==> config.mk <==
export PLATFORM = sky130hd
export DESIGN_NAME = gfs_fault_supervisor
export DESIGN_NICKNAME = d
export VERILOG_FILES = /design/src/hw/gfs_pkg.sv /design/src/hw/gfs_gate_if.sv /design/src/hw/gfs_fault_supervisor.sv /design/src/hw/gfs_gate_timer.sv
export SDC_FILE = /design/constraint.sdc
export NUM_CORES = 1
export LEC_CHECK = 0
export BUFFER_PORTS_ARGS = -buffer_cell sky130_fd_sc_hd__buf_2
export CAP_MARGIN = 20
export CORE_MARGIN = 2
export CORE_UTILIZATION = 55
export CTS_CLUSTER_DIAMETER = 150
export DETAILED_ROUTE_END_ITERATION = 10
export PLACE_DENSITY = 0.76
export SLEW_MARGIN = 0
export SYNTH_ARGS = -nofsm -noshare
export SYNTH_HDL_FRONTEND = slang
export SYNTH_HIERARCHICAL = 1
export SYNTH_SLANG_ARGS = --single-unit
==> constraint.sdc <==
create_clock -name clk_i -period 3 [get_ports clk_i]
set_input_delay 0.45 -clock clk_i [delete_from_list [all_inputs] [get_ports clk_i]]
set_output_delay 0.45 -clock clk_i [all_outputs]
set_load 0.02 [all_outputs]
==> src/hw/gfs_pkg.sv <==
package gfs_pkg;
	// ****************************************************************
	// clock and timing
	// ****************************************************************
	localparam int CLK_PERIOD_PS = 4000;
	localparam int WARN_HALF_NS = 56000;
	localparam int WARN_HALF_CYC = (WARN_HALF_NS * 1000) / CLK_PERIOD_PS;
	localparam int GATE_UNIT_NS = 1000;
	localparam int GATE_UNIT_CYC = (GATE_UNIT_NS * 1000) / CLK_PERIOD_PS;

	// ****************************************************************
	// gate outputs
	// ****************************************************************
	localparam int FET_N = 6;
	localparam int PHASE_N = 3;

	// ****************************************************************
	// monitor input positions
	// ****************************************************************
	localparam int MON_MAIN_LOW = 0;
	localparam int MON_MAIN_HIGH = 1;
	localparam int MON_DRV_LOCK = 2;
	localparam int MON_ANALOG_UV = 3;
	localparam int MON_REF_UV = 4;
	localparam int MON_PUMP_UV_WARN = 5;
	localparam int MON_PUMP_UV = 6;
	localparam int MON_LS_REG_UV = 7;
	localparam int MON_PUMP_REL_OV = 8;
	localparam int MON_PUMP_ABS_OV = 9;
	localparam int MON_OT_WARN = 10;
	localparam int MON_OT_SD = 11;
	localparam int MON_TEMP_LVL = 12;
	localparam int MON_SRC_OC = 16;
	localparam int MON_DS_OC = 19;
	localparam int MON_W = 25;

	// ****************************************************************
	// register indices, byte address is four times the index
	// ****************************************************************
	localparam logic [5:0] IDX_WARN = 6'h01;
	localparam logic [5:0] IDX_OC = 6'h02;
	localparam logic [5:0] IDX_FLT = 6'h03;
	localparam logic [5:0] IDX_MISM = 6'h04;
	localparam logic [5:0] IDX_TMR_A = 6'h05;
	localparam logic [5:0] IDX_TMR_B = 6'h06;
	localparam logic [5:0] IDX_CTRL = 6'h09;
	localparam logic [5:0] IDX_OC_MODE = 6'h0c;

	// ****************************************************************
	// field positions
	// ****************************************************************
	localparam int W1_OT_WARN = 0;
	localparam int W1_TEMP1 = 3;
	localparam int W1_TEMP2 = 2;
	localparam int W1_TEMP3 = 1;
	localparam int W1_TEMP4 = 8;
	localparam int W1_PUMP_WARN = 4;
	localparam int W1_MAIN_HIGH = 6;
	localparam int W1_MAIN_LOW = 7;
	localparam int W1_FAULT = 10;
	localparam int OC_SRC_LSB = 0;
	localparam int OC_DS_LSB = 3;
	localparam int F3_ABS_OV = 0;
	localparam int F3_REL_OV = 1;
	localparam int F3_PUMP_UV = 2;
	localparam int F3_REF_UV = 3;
	localparam int F3_LS_UV = 4;
	localparam int F3_ANALOG_UV = 5;
	localparam int F3_GDF = 7;
	localparam int F3_OT_SD = 8;
	localparam int F3_LOCK = 10;
	localparam int F3_W = 11;
	localparam int TMR_LSB = 8;
	localparam int CTRL_CLR = 1;
	localparam int CTRL_CHK_DIS = 8;
	localparam int CTRL_LOCK_DIS = 9;

	// ****************************************************************
	// reset values and modes
	// ****************************************************************
	localparam logic [1:0] TMR_RST = 2'h0;
	localparam logic [2:0] OC_LATCHED = 3'h0;
	localparam logic [2:0] OC_REPORT = 3'h1;
	localparam logic [2:0] OC_DISABLED = 3'h2;
	localparam logic [2:0] OC_MODE_RST = 3'h0;

	typedef enum logic [0:0] {ST_STANDBY, ST_OPERATE} gfs_state_t;
endpackage : gfs_pkg

==> src/hw/gfs_gate_if.sv <==
`timescale 1ns/1ps
`default_nettype none
interface gfs_gate_if;
	logic [5:0] cmd;
	logic [5:0] fb;
	logic [1:0] setting_a;
	logic [1:0] setting_b;
	logic check_disable;
	logic [5:0] strong_pd;
	logic [5:0] mismatch;

	modport ctrl (
		output cmd, fb, setting_a, setting_b, check_disable,
		input strong_pd, mismatch
	);
	modport chk (
		input cmd, fb, setting_a, setting_b, check_disable,
		output strong_pd, mismatch
	);
endinterface : gfs_gate_if
`default_nettype wire

==> src/hw/gfs_fault_supervisor.sv <==
// What this block does
// strong pulldown while opposite gate turns on
// timer expiry compares gate with command
// two programmable timer settings, one per polarity
// disable bit suppresses gate mismatch detection
// source pin overcurrent latches shutdown, per phase
// supply faults pull gates low, supplies off
// drain-source overcurrent follows latched, report or disabled mode
// main supply low warning toggles pin only
// main supply high warning toggles pin only
// driver lockout latches shutdown, status bit ten
// lockout disable stops shutdown, keeps status
// pump overvoltages latch faults, bits one, zero
// pump undervoltage latches shutdown, bit two
// lowside regulator undervoltage latches shutdown, bit four
// gate supply undervoltage never disabled
// five undervoltage, two overvoltage monitor inputs
// faults clear on clear bit or enable pulse
// warning pulses pin until status read
// any fault holds pin, sets summary
// temperature flags real time, never pin
// monitors synchronised; fault beats warning on pin
`timescale 1ns/1ps
`default_nettype none
module gfs_fault_supervisor #(
	parameter int WARN_HALF_CYC = gfs_pkg::WARN_HALF_CYC,
	parameter int GATE_UNIT_CYC = gfs_pkg::GATE_UNIT_CYC
) (
	// clock, reset, enable
	input wire logic clk_i,
	input wire logic rst_i,
	input wire logic ce_i,
	// wishbone slave
	input wire logic wb_cyc_i,
	input wire logic wb_stb_i,
	input wire logic wb_we_i,
	input wire logic [7:0] wb_adr_i,
	input wire logic [3:0] wb_sel_i,
	input wire logic [31:0] wb_dat_i,
	output logic [31:0] wb_dat_o,
	output logic wb_ack_o,
	// gate drive
	input wire logic gate_enable_i,
	input wire logic [5:0] gate_cmd_i,
	input wire logic [5:0] gate_fb_i,
	output logic [5:0] gate_out_o,
	output logic [5:0] strong_pd_o,
	output logic gate_supply_en_o,
	// supply, temperature and overcurrent monitors
	input wire logic [gfs_pkg::MON_W-1:0] monitor_i,
	// open-drain fault pin
	input wire logic fault_out_n_i,
	output logic fault_out_n_o,
	output logic fault_out_n_oe_o
);
	localparam int TOG_W = $clog2(WARN_HALF_CYC + 1);

	function automatic logic hit(input logic [5:0] idx, input logic [5:0] reg_idx);
		return idx == reg_idx;
	endfunction : hit

	// ****************************************************************
	// monitor synchroniser
	// ****************************************************************
	logic [gfs_pkg::MON_W-1:0] mon_meta_reg;
	logic [gfs_pkg::MON_W-1:0] mon_reg;

	always_ff @(posedge clk_i) begin
		if (rst_i) begin
			mon_meta_reg <= '0;
			mon_reg <= '0;
		end else if (ce_i) begin
			mon_meta_reg <= monitor_i;
			mon_reg <= mon_meta_reg;
		end
	end

	// ****************************************************************
	// wishbone access
	// ****************************************************************
	logic bus_req;
	logic [5:0] idx;
	logic wr;
	logic rd_warn;
	logic rd_oc;

	assign bus_req = wb_cyc_i & wb_stb_i & ~wb_ack_o;
	assign idx = wb_adr_i[7:2];
	assign wr = bus_req & wb_we_i;
	assign rd_warn = bus_req & ~wb_we_i & hit(idx, gfs_pkg::IDX_WARN);
	assign rd_oc = bus_req & ~wb_we_i & hit(idx, gfs_pkg::IDX_OC);

	// ****************************************************************
	// configuration
	// ****************************************************************
	logic [1:0] set_a_reg;
	logic [1:0] set_b_reg;
	logic chk_dis_reg;
	logic lock_dis_reg;
	logic clr_reg;
	logic [2:0] oc_mode_reg;

	always_ff @(posedge clk_i) begin
		if (rst_i) begin
			set_a_reg <= gfs_pkg::TMR_RST;
			set_b_reg <= gfs_pkg::TMR_RST;
			chk_dis_reg <= 1'b0;
			lock_dis_reg <= 1'b0;
			clr_reg <= 1'b0;
			oc_mode_reg <= gfs_pkg::OC_MODE_RST;
		end else if (ce_i) begin
			// clear request lasts one cycle, then reads back as zero
			clr_reg <= 1'b0;
			if (wr && hit(idx, gfs_pkg::IDX_TMR_A) && wb_sel_i[1])
				set_a_reg <= wb_dat_i[gfs_pkg::TMR_LSB +: 2];
			if (wr && hit(idx, gfs_pkg::IDX_TMR_B) && wb_sel_i[1])
				set_b_reg <= wb_dat_i[gfs_pkg::TMR_LSB +: 2];
			if (wr && hit(idx, gfs_pkg::IDX_CTRL)) begin
				if (wb_sel_i[1]) begin
					chk_dis_reg <= wb_dat_i[gfs_pkg::CTRL_CHK_DIS];
					lock_dis_reg <= wb_dat_i[gfs_pkg::CTRL_LOCK_DIS];
				end
				if (wb_sel_i[0])
					clr_reg <= wb_dat_i[gfs_pkg::CTRL_CLR];
			end
			if (wr && hit(idx, gfs_pkg::IDX_OC_MODE) && wb_sel_i[0])
				oc_mode_reg <= wb_dat_i[2:0];
		end
	end

	// ****************************************************************
	// gate timer check
	// ****************************************************************
	gfs_gate_if gif ();

	assign gif.cmd = gate_cmd_i;
	assign gif.fb = gate_fb_i;
	assign gif.setting_a = set_a_reg;
	assign gif.setting_b = set_b_reg;
	assign gif.check_disable = chk_dis_reg;

	gfs_gate_timer #(
		.UNIT_CYC(GATE_UNIT_CYC)
	) u_timer (
		.clk_i(clk_i),
		.rst_i(rst_i),
		.ce_i(ce_i),
		.gif(gif)
	);

	// ****************************************************************
	// latched faults
	// ****************************************************************
	logic [gfs_pkg::F3_W-1:0] cond3;
	logic [gfs_pkg::F3_W-1:0] flt3_reg;
	logic [5:0] mis_reg;
	logic [2:0] src_oc_reg;
	logic [5:0] ds_lat_reg;
	logic [5:0] ds_cond;
	logic en_prev_reg;
	logic clr_evt;

	always_comb begin
		cond3 = '0;
		cond3[gfs_pkg::F3_ABS_OV] = mon_reg[gfs_pkg::MON_PUMP_ABS_OV];
		cond3[gfs_pkg::F3_REL_OV] = mon_reg[gfs_pkg::MON_PUMP_REL_OV];
		cond3[gfs_pkg::F3_PUMP_UV] = mon_reg[gfs_pkg::MON_PUMP_UV];
		cond3[gfs_pkg::F3_REF_UV] = mon_reg[gfs_pkg::MON_REF_UV];
		cond3[gfs_pkg::F3_LS_UV] = mon_reg[gfs_pkg::MON_LS_REG_UV];
		cond3[gfs_pkg::F3_ANALOG_UV] = mon_reg[gfs_pkg::MON_ANALOG_UV];
		cond3[gfs_pkg::F3_OT_SD] = mon_reg[gfs_pkg::MON_OT_SD];
		cond3[gfs_pkg::F3_LOCK] = mon_reg[gfs_pkg::MON_DRV_LOCK];
	end

	assign ds_cond = mon_reg[gfs_pkg::MON_DS_OC +: 6];
	// enable pulse counts on its falling edge; the new rise finds faults gone
	assign clr_evt = clr_reg | (en_prev_reg & ~gate_enable_i);

	// a standing condition keeps its bit, so a clear never loses an event
	always_ff @(posedge clk_i) begin
		if (rst_i) begin
			flt3_reg <= '0;
			mis_reg <= '0;
			src_oc_reg <= '0;
			ds_lat_reg <= '0;
			en_prev_reg <= 1'b0;
		end else if (ce_i) begin
			en_prev_reg <= gate_enable_i;
			flt3_reg <= cond3 | (flt3_reg & ~{gfs_pkg::F3_W{clr_evt}});
			mis_reg <= gif.mismatch | (mis_reg & ~{6{clr_evt}});
			src_oc_reg <= mon_reg[gfs_pkg::MON_SRC_OC +: 3] | (src_oc_reg & ~{3{clr_evt}});
			ds_lat_reg <= (ds_cond & {6{oc_mode_reg == gfs_pkg::OC_LATCHED}})
				| (ds_lat_reg & ~{6{clr_evt}});
		end
	end

	logic [gfs_pkg::F3_W-1:0] flt3_act;
	logic supply_off;
	logic pull_low;
	logic fault_any;

	always_comb begin
		flt3_act = flt3_reg;
		flt3_act[gfs_pkg::F3_LOCK] = flt3_reg[gfs_pkg::F3_LOCK] & ~lock_dis_reg;
	end

	assign supply_off = (|flt3_act) | (|mis_reg);
	assign pull_low = supply_off | (|src_oc_reg) | (|ds_lat_reg);
	assign fault_any = (|flt3_reg) | (|mis_reg) | (|src_oc_reg) | (|ds_lat_reg);

	// ****************************************************************
	// warnings
	// ****************************************************************
	logic [3:0] w1_cond;
	logic [3:0] w1_prev_reg;
	logic [3:0] w1_pend_reg;
	logic [5:0] w2_cond;
	logic [5:0] w2_prev_reg;
	logic [5:0] w2_pend_reg;
	logic warn_active;

	assign w1_cond = {mon_reg[gfs_pkg::MON_PUMP_UV_WARN], mon_reg[gfs_pkg::MON_OT_WARN],
		mon_reg[gfs_pkg::MON_MAIN_HIGH], mon_reg[gfs_pkg::MON_MAIN_LOW]};
	assign w2_cond = ds_cond & {6{oc_mode_reg == gfs_pkg::OC_REPORT}};

	// a fresh rise beats a read in the same cycle
	always_ff @(posedge clk_i) begin
		if (rst_i) begin
			w1_prev_reg <= '0;
			w1_pend_reg <= '0;
			w2_prev_reg <= '0;
			w2_pend_reg <= '0;
		end else if (ce_i) begin
			w1_prev_reg <= w1_cond;
			w2_prev_reg <= w2_cond;
			w1_pend_reg <= (w1_cond & ~w1_prev_reg) | (w1_pend_reg & ~{4{rd_warn}});
			w2_pend_reg <= (w2_cond & ~w2_prev_reg) | (w2_pend_reg & ~{6{rd_oc}});
		end
	end

	assign warn_active = (|w1_pend_reg) | (|w2_pend_reg);

	// ****************************************************************
	// fault pin cadence
	// ****************************************************************
	logic [TOG_W-1:0] tog_cnt_reg;
	logic tog_low_reg;

	always_ff @(posedge clk_i) begin
		if (rst_i) begin
			tog_cnt_reg <= '0;
			tog_low_reg <= 1'b1;
		end else if (ce_i) begin
			if (!warn_active) begin
				tog_cnt_reg <= '0;
				tog_low_reg <= 1'b1;
			end else if (tog_cnt_reg == TOG_W'(WARN_HALF_CYC - 1)) begin
				tog_cnt_reg <= '0;
				tog_low_reg <= ~tog_low_reg;
			end else begin
				tog_cnt_reg <= tog_cnt_reg + TOG_W'(1);
			end
		end
	end

	// ****************************************************************
	// operating state
	// ****************************************************************
	gfs_pkg::gfs_state_t state_reg;
	gfs_pkg::gfs_state_t state_next;

	always_comb begin
		case (state_reg)
			gfs_pkg::ST_STANDBY: state_next = (gate_enable_i && !pull_low)
				? gfs_pkg::ST_OPERATE : gfs_pkg::ST_STANDBY;
			gfs_pkg::ST_OPERATE: state_next = (!gate_enable_i || pull_low)
				? gfs_pkg::ST_STANDBY : gfs_pkg::ST_OPERATE;
			default: state_next = gfs_pkg::ST_STANDBY;
		endcase
	end

	always_ff @(posedge clk_i) begin
		if (rst_i)
			state_reg <= gfs_pkg::ST_STANDBY;
		else if (ce_i)
			state_reg <= state_next;
	end

	// ****************************************************************
	// pin outputs
	// ****************************************************************
	always_ff @(posedge clk_i) begin
		if (rst_i) begin
			gate_out_o <= '0;
			strong_pd_o <= '0;
			gate_supply_en_o <= 1'b0;
			fault_out_n_o <= 1'b0;
			fault_out_n_oe_o <= 1'b0;
		end else if (ce_i) begin
			gate_out_o <= (state_next == gfs_pkg::ST_OPERATE) ? gate_cmd_i : '0;
			strong_pd_o <= gif.strong_pd;
			gate_supply_en_o <= gate_enable_i & ~supply_off;
			fault_out_n_o <= 1'b0;
			// temperature flags never reach the pin
			fault_out_n_oe_o <= fault_any | (warn_active & tog_low_reg);
		end
	end

	// ****************************************************************
	// read data and acknowledge
	// ****************************************************************
	logic [31:0] rd_val;

	always_comb begin
		rd_val = '0;
		case (idx)
			gfs_pkg::IDX_WARN: begin
				rd_val[gfs_pkg::W1_MAIN_LOW] = w1_cond[0] | w1_pend_reg[0];
				rd_val[gfs_pkg::W1_MAIN_HIGH] = w1_cond[1] | w1_pend_reg[1];
				rd_val[gfs_pkg::W1_OT_WARN] = w1_cond[2] | w1_pend_reg[2];
				rd_val[gfs_pkg::W1_PUMP_WARN] = w1_cond[3] | w1_pend_reg[3];
				rd_val[gfs_pkg::W1_TEMP1] = mon_reg[gfs_pkg::MON_TEMP_LVL];
				rd_val[gfs_pkg::W1_TEMP2] = mon_reg[gfs_pkg::MON_TEMP_LVL + 1];
				rd_val[gfs_pkg::W1_TEMP3] = mon_reg[gfs_pkg::MON_TEMP_LVL + 2];
				rd_val[gfs_pkg::W1_TEMP4] = mon_reg[gfs_pkg::MON_TEMP_LVL + 3];
				rd_val[gfs_pkg::W1_FAULT] = fault_any;
			end
			gfs_pkg::IDX_OC: begin
				rd_val[gfs_pkg::OC_SRC_LSB +: 3] = src_oc_reg;
				rd_val[gfs_pkg::OC_DS_LSB +: 6] = ds_lat_reg | w2_cond | w2_pend_reg;
			end
			gfs_pkg::IDX_FLT: begin
				rd_val[gfs_pkg::F3_W-1:0] = flt3_reg;
				rd_val[gfs_pkg::F3_GDF] = |mis_reg;
			end
			gfs_pkg::IDX_MISM: rd_val[5:0] = mis_reg;
			gfs_pkg::IDX_TMR_A: rd_val[gfs_pkg::TMR_LSB +: 2] = set_a_reg;
			gfs_pkg::IDX_TMR_B: rd_val[gfs_pkg::TMR_LSB +: 2] = set_b_reg;
			gfs_pkg::IDX_CTRL: begin
				rd_val[gfs_pkg::CTRL_CLR] = clr_reg;
				rd_val[gfs_pkg::CTRL_CHK_DIS] = chk_dis_reg;
				rd_val[gfs_pkg::CTRL_LOCK_DIS] = lock_dis_reg;
			end
			gfs_pkg::IDX_OC_MODE: rd_val[2:0] = oc_mode_reg;
			default: rd_val = '0;
		endcase
	end

	// every address answers; unmapped ones read zero and drop writes
	always_ff @(posedge clk_i) begin
		if (rst_i) begin
			wb_ack_o <= 1'b0;
			wb_dat_o <= '0;
		end else if (ce_i) begin
			wb_ack_o <= bus_req;
			if (bus_req && !wb_we_i)
				wb_dat_o <= rd_val;
		end
	end
endmodule : gfs_fault_supervisor
`default_nettype wire

==> src/hw/gfs_gate_timer.sv <==
`timescale 1ns/1ps
`default_nettype none
module gfs_gate_timer #(
	parameter int UNIT_CYC = gfs_pkg::GATE_UNIT_CYC
) (
	// clock, reset, enable
	input wire logic clk_i,
	input wire logic rst_i,
	input wire logic ce_i,
	// gate signals
	gfs_gate_if.chk gif
);
	localparam int CNT_W = $clog2(4 * UNIT_CYC + 1);

	logic [5:0] pd_w;
	logic [5:0] mis_w;

	// ****************************************************************
	// per gate timer
	// ****************************************************************
	for (genvar i = 0; i < gfs_pkg::FET_N; i++) begin : g_fet
		localparam int OPP = i ^ 1;
		logic prev_q;
		logic run_q;
		logic rise_q;
		logic mis_q;
		logic [CNT_W-1:0] cnt_q;
		logic [1:0] sel;
		logic [CNT_W-1:0] load;

		// rising command uses the second polarity setting
		assign sel = gif.cmd[i] ? gif.setting_b : gif.setting_a;
		assign load = CNT_W'(UNIT_CYC * (int'(sel) + 1));

		always_ff @(posedge clk_i) begin
			if (rst_i) begin
				prev_q <= 1'b0;
				run_q <= 1'b0;
				rise_q <= 1'b0;
				mis_q <= 1'b0;
				cnt_q <= '0;
			end else if (ce_i) begin
				prev_q <= gif.cmd[i];
				mis_q <= 1'b0;
				if (gif.cmd[i] != prev_q) begin
					run_q <= 1'b1;
					rise_q <= gif.cmd[i];
					cnt_q <= load;
				end else if (run_q) begin
					if (cnt_q == CNT_W'(1)) begin
						run_q <= 1'b0;
						mis_q <= ~gif.check_disable & (gif.fb[i] != gif.cmd[i]);
					end else begin
						cnt_q <= cnt_q - CNT_W'(1);
					end
				end
			end
		end

		// opposite gate held hard off while this one turns on
		assign pd_w[OPP] = run_q & rise_q;
		assign mis_w[i] = mis_q;
	end

	assign gif.strong_pd = pd_w;
	assign gif.mismatch = mis_w;
endmodule : gfs_gate_timer
`default_nettype wire

==> metrics.yaml <==
outcome: "finished, final reports clean"
coreArea_um2: 21100
grt_pass1_wl_mm: 45.7
clkSinkCount: 232
synth.distinct_cells: 75
tightest_slew_ps: 942
hold_violations: 0
ioPinCount: 137
final_cells: 1731
power.share.sequential_pct: 43.1
synth_ff_type: "dfxtp_1"
drtIter0Drc: 831
yosys_warnings: 6
worst_setup_path_start_kind: "register"
arrival_ps: 2790
p_sw_share_pct: 26.2
cts.path.max_buffers: 3
globalplace.congestion: 0.922
period_needed_ps: 2370
nNetsFinal: 1562
min_path_type: "primary input to register"
power_density_nw_per_um2: 591
syn_to_final_growth_pct: 12.0
drive_gt1_share_pct: 12.6
cp-startpoint: "u_timer/g_fet[2].cnt_q[0]"
placed_area_um2: 12300
vias_per_cell: 5.88
crit_fanout: 13
final_area_um2: 13300
routed-via-count: 10200
period_share_pct: 79.0
comb_power_share_pct: 13.7
maxSlewViolCount: 0
cts_tree: "built"
grt_pass1_vias: 9301
io_buffers: 82
switchingPower_uw: 2050
grtUsageTotal_pct: 24.3
tns_ps: 0
critPathRequiredTime_ps: 3420
skew_ps: 11.2
largest_reg_flops: 60
rsz0062_at_grt: "false"
drc: 0
pwr-share-clk_pct: 43.2
worst_setup_path_end_kind: "register"
finalSetupViolations: 0
syn_inst: 1393
row_count: 53
fmax_mhz: 422
total_power_uw: 7840
cts_resized: 0
power_leakage_uw: 0.00538
worstSetupPathType: "register to register"
cts_max_level: 1
dr.pass1.iters: 8
ir_drop_mv: 0.421
rrSetupSlack_ps: 630
grt_start_max_net_pins: 107
clock_latency_ps: 520
mappedNetlistArea_um2: 11900
hold_start: "monitor_i[18]"
dieWidth_um: 151
place_hpwl_mm: 19.0
synth-async-reset-ratio_pct: 0
die_h_um: 151
antenna_found_initial: 0
numCtsBuffers: 26
wl_mm: 28.3
post_cts_buffers: 0
utilization_pct: 62.9
cts-hold-fix-buffers: 0
cts.reportedPaths.clkPinSlew_ps: 60
syn_area_per_cell_um2: 8.51
dp.cells: 1683
cts_root_buf: "clkbuf_16"
r2r_start: "u_timer/g_fet[2].cnt_q[0]"
ys_seq_elements: 232
synth_edf_count: 0
drv_cap: 0
route.antenna.remaining_nets: 0
gr-total-overflow: 0
yosysSeqAreaShare_pct: 39.2
slew_headroom_pct: 37.2
start_util_pct: 56.2
dieArea_um2: 22700
internal_power_uw: 5790
avgRoutedWirePerCell_um: 16.4
## cell type report
type,instances,area (um2)
Tap cell,275,344
Sequential cell,232,4640
Clock buffer,37,773
Fill cell,1807,7820
Multi-Input combinational cell,1026,6550
Antenna cell,1,2.50
Clock inverter,10,156
Timing Repair Buffer,107,636
Inverter,43,161
## power by group through the flow
stage                     logic [uW]  registers, uW  clock network (uW)
final                           1080           3380                3390
after detailed placement        1060           3440                   0
after global routing            1200           3400                3580
after CTS                       1070           3370                3450
after floorplan                  837           3410                   0
after global placement          1030           3430                   0
## cells in the final DEF, fill, tap and decap left out, drive strengths merged, types with 22 or more instances in the layout
| cell type | Yosys | final |
|---|---|---|
| nand3 | 25 | 25 |
| dfxtp | 232 | 232 |
| a21oi | 93 | 93 |
| conb | 1 | 22 |
| o21ai | 71 | 71 |
| nand2b | 29 | 29 |
| nor2 | 210 | 210 |
| xnor2 | 25 | 25 |
| mux2i | 78 | 78 |
| buf | 65 | 107 |
| nand2 | 93 | 93 |
| ha | 37 | 37 |
| a22oi | 31 | 31 |
| nor4 | 26 | 26 |
| inv | 41 | 42 |
| clkbuf | 48 | 37 |
## synthesized netlist by cell type (25+ instances only)
cell      instances  area (um2)
xnor2_1          25         219
dfxtp_1         232        4640
nand2b_1         29         181
ha_1             37         463
a21oi_1          93         465
buf_2            26         130
inv_1            41         154
mux2i_1          78         781
nand3_1          25         125
clkbuf_1         48         180
nor2_1          210         788
buf_4            30         225
a22oi_1          31         233
nand2_1          93         349
o21ai_0          65         325
## per-stage QoR
stage	hold slack, ps	setup WS, ps
after CTS	151	672
final	170	630
after global routing	153	385
after floorplan	431	911
after detailed placement	447	626
after global placement	447	632
## routing by layer
layer | GRT usage [%] | part of all wire (%)
met1 | 33.2 | 45
met2 | 39.9 | 46
met3 | 3.19 | 5.8
met4 | 8.08 | 2.6
met5 | 0 | 0
## cells by family after synthesis
kind of cell / count (synthesis) / synth area share (%)
AO/OA/AOI/OAI: 320 / 17.7
other: 1 / 0.0316
XOR/XNOR: 44 / 3.25
adder cells (fa/ha/maj): 37 / 3.91
buffers and inverters: 156 / 6.23
AND/OR/NAND/NOR: 520 / 22.6
flip-flops: 232 / 39.2
multiplexers: 83 / 7.06
## worst paths after layout
kind,endpoint,cells after the start
max,u_timer/g_fet[2].cnt_q[1],6
min reg2reg,u_timer/g_fet[4].mis_q,2
min,mon_meta_reg[18],3
max reg2reg,u_timer/g_fet[2].cnt_q[1],6
## critical path: stages, from the launching register on
cell and delay (ps):
dfxtp_1 400, ha_1 180, nor4b_1 350, a31oi_1 190
o21ai_1 720, a211oi_1 140, a211oi_1 280
Note: power is estimated with default switching activity, not from simulation.
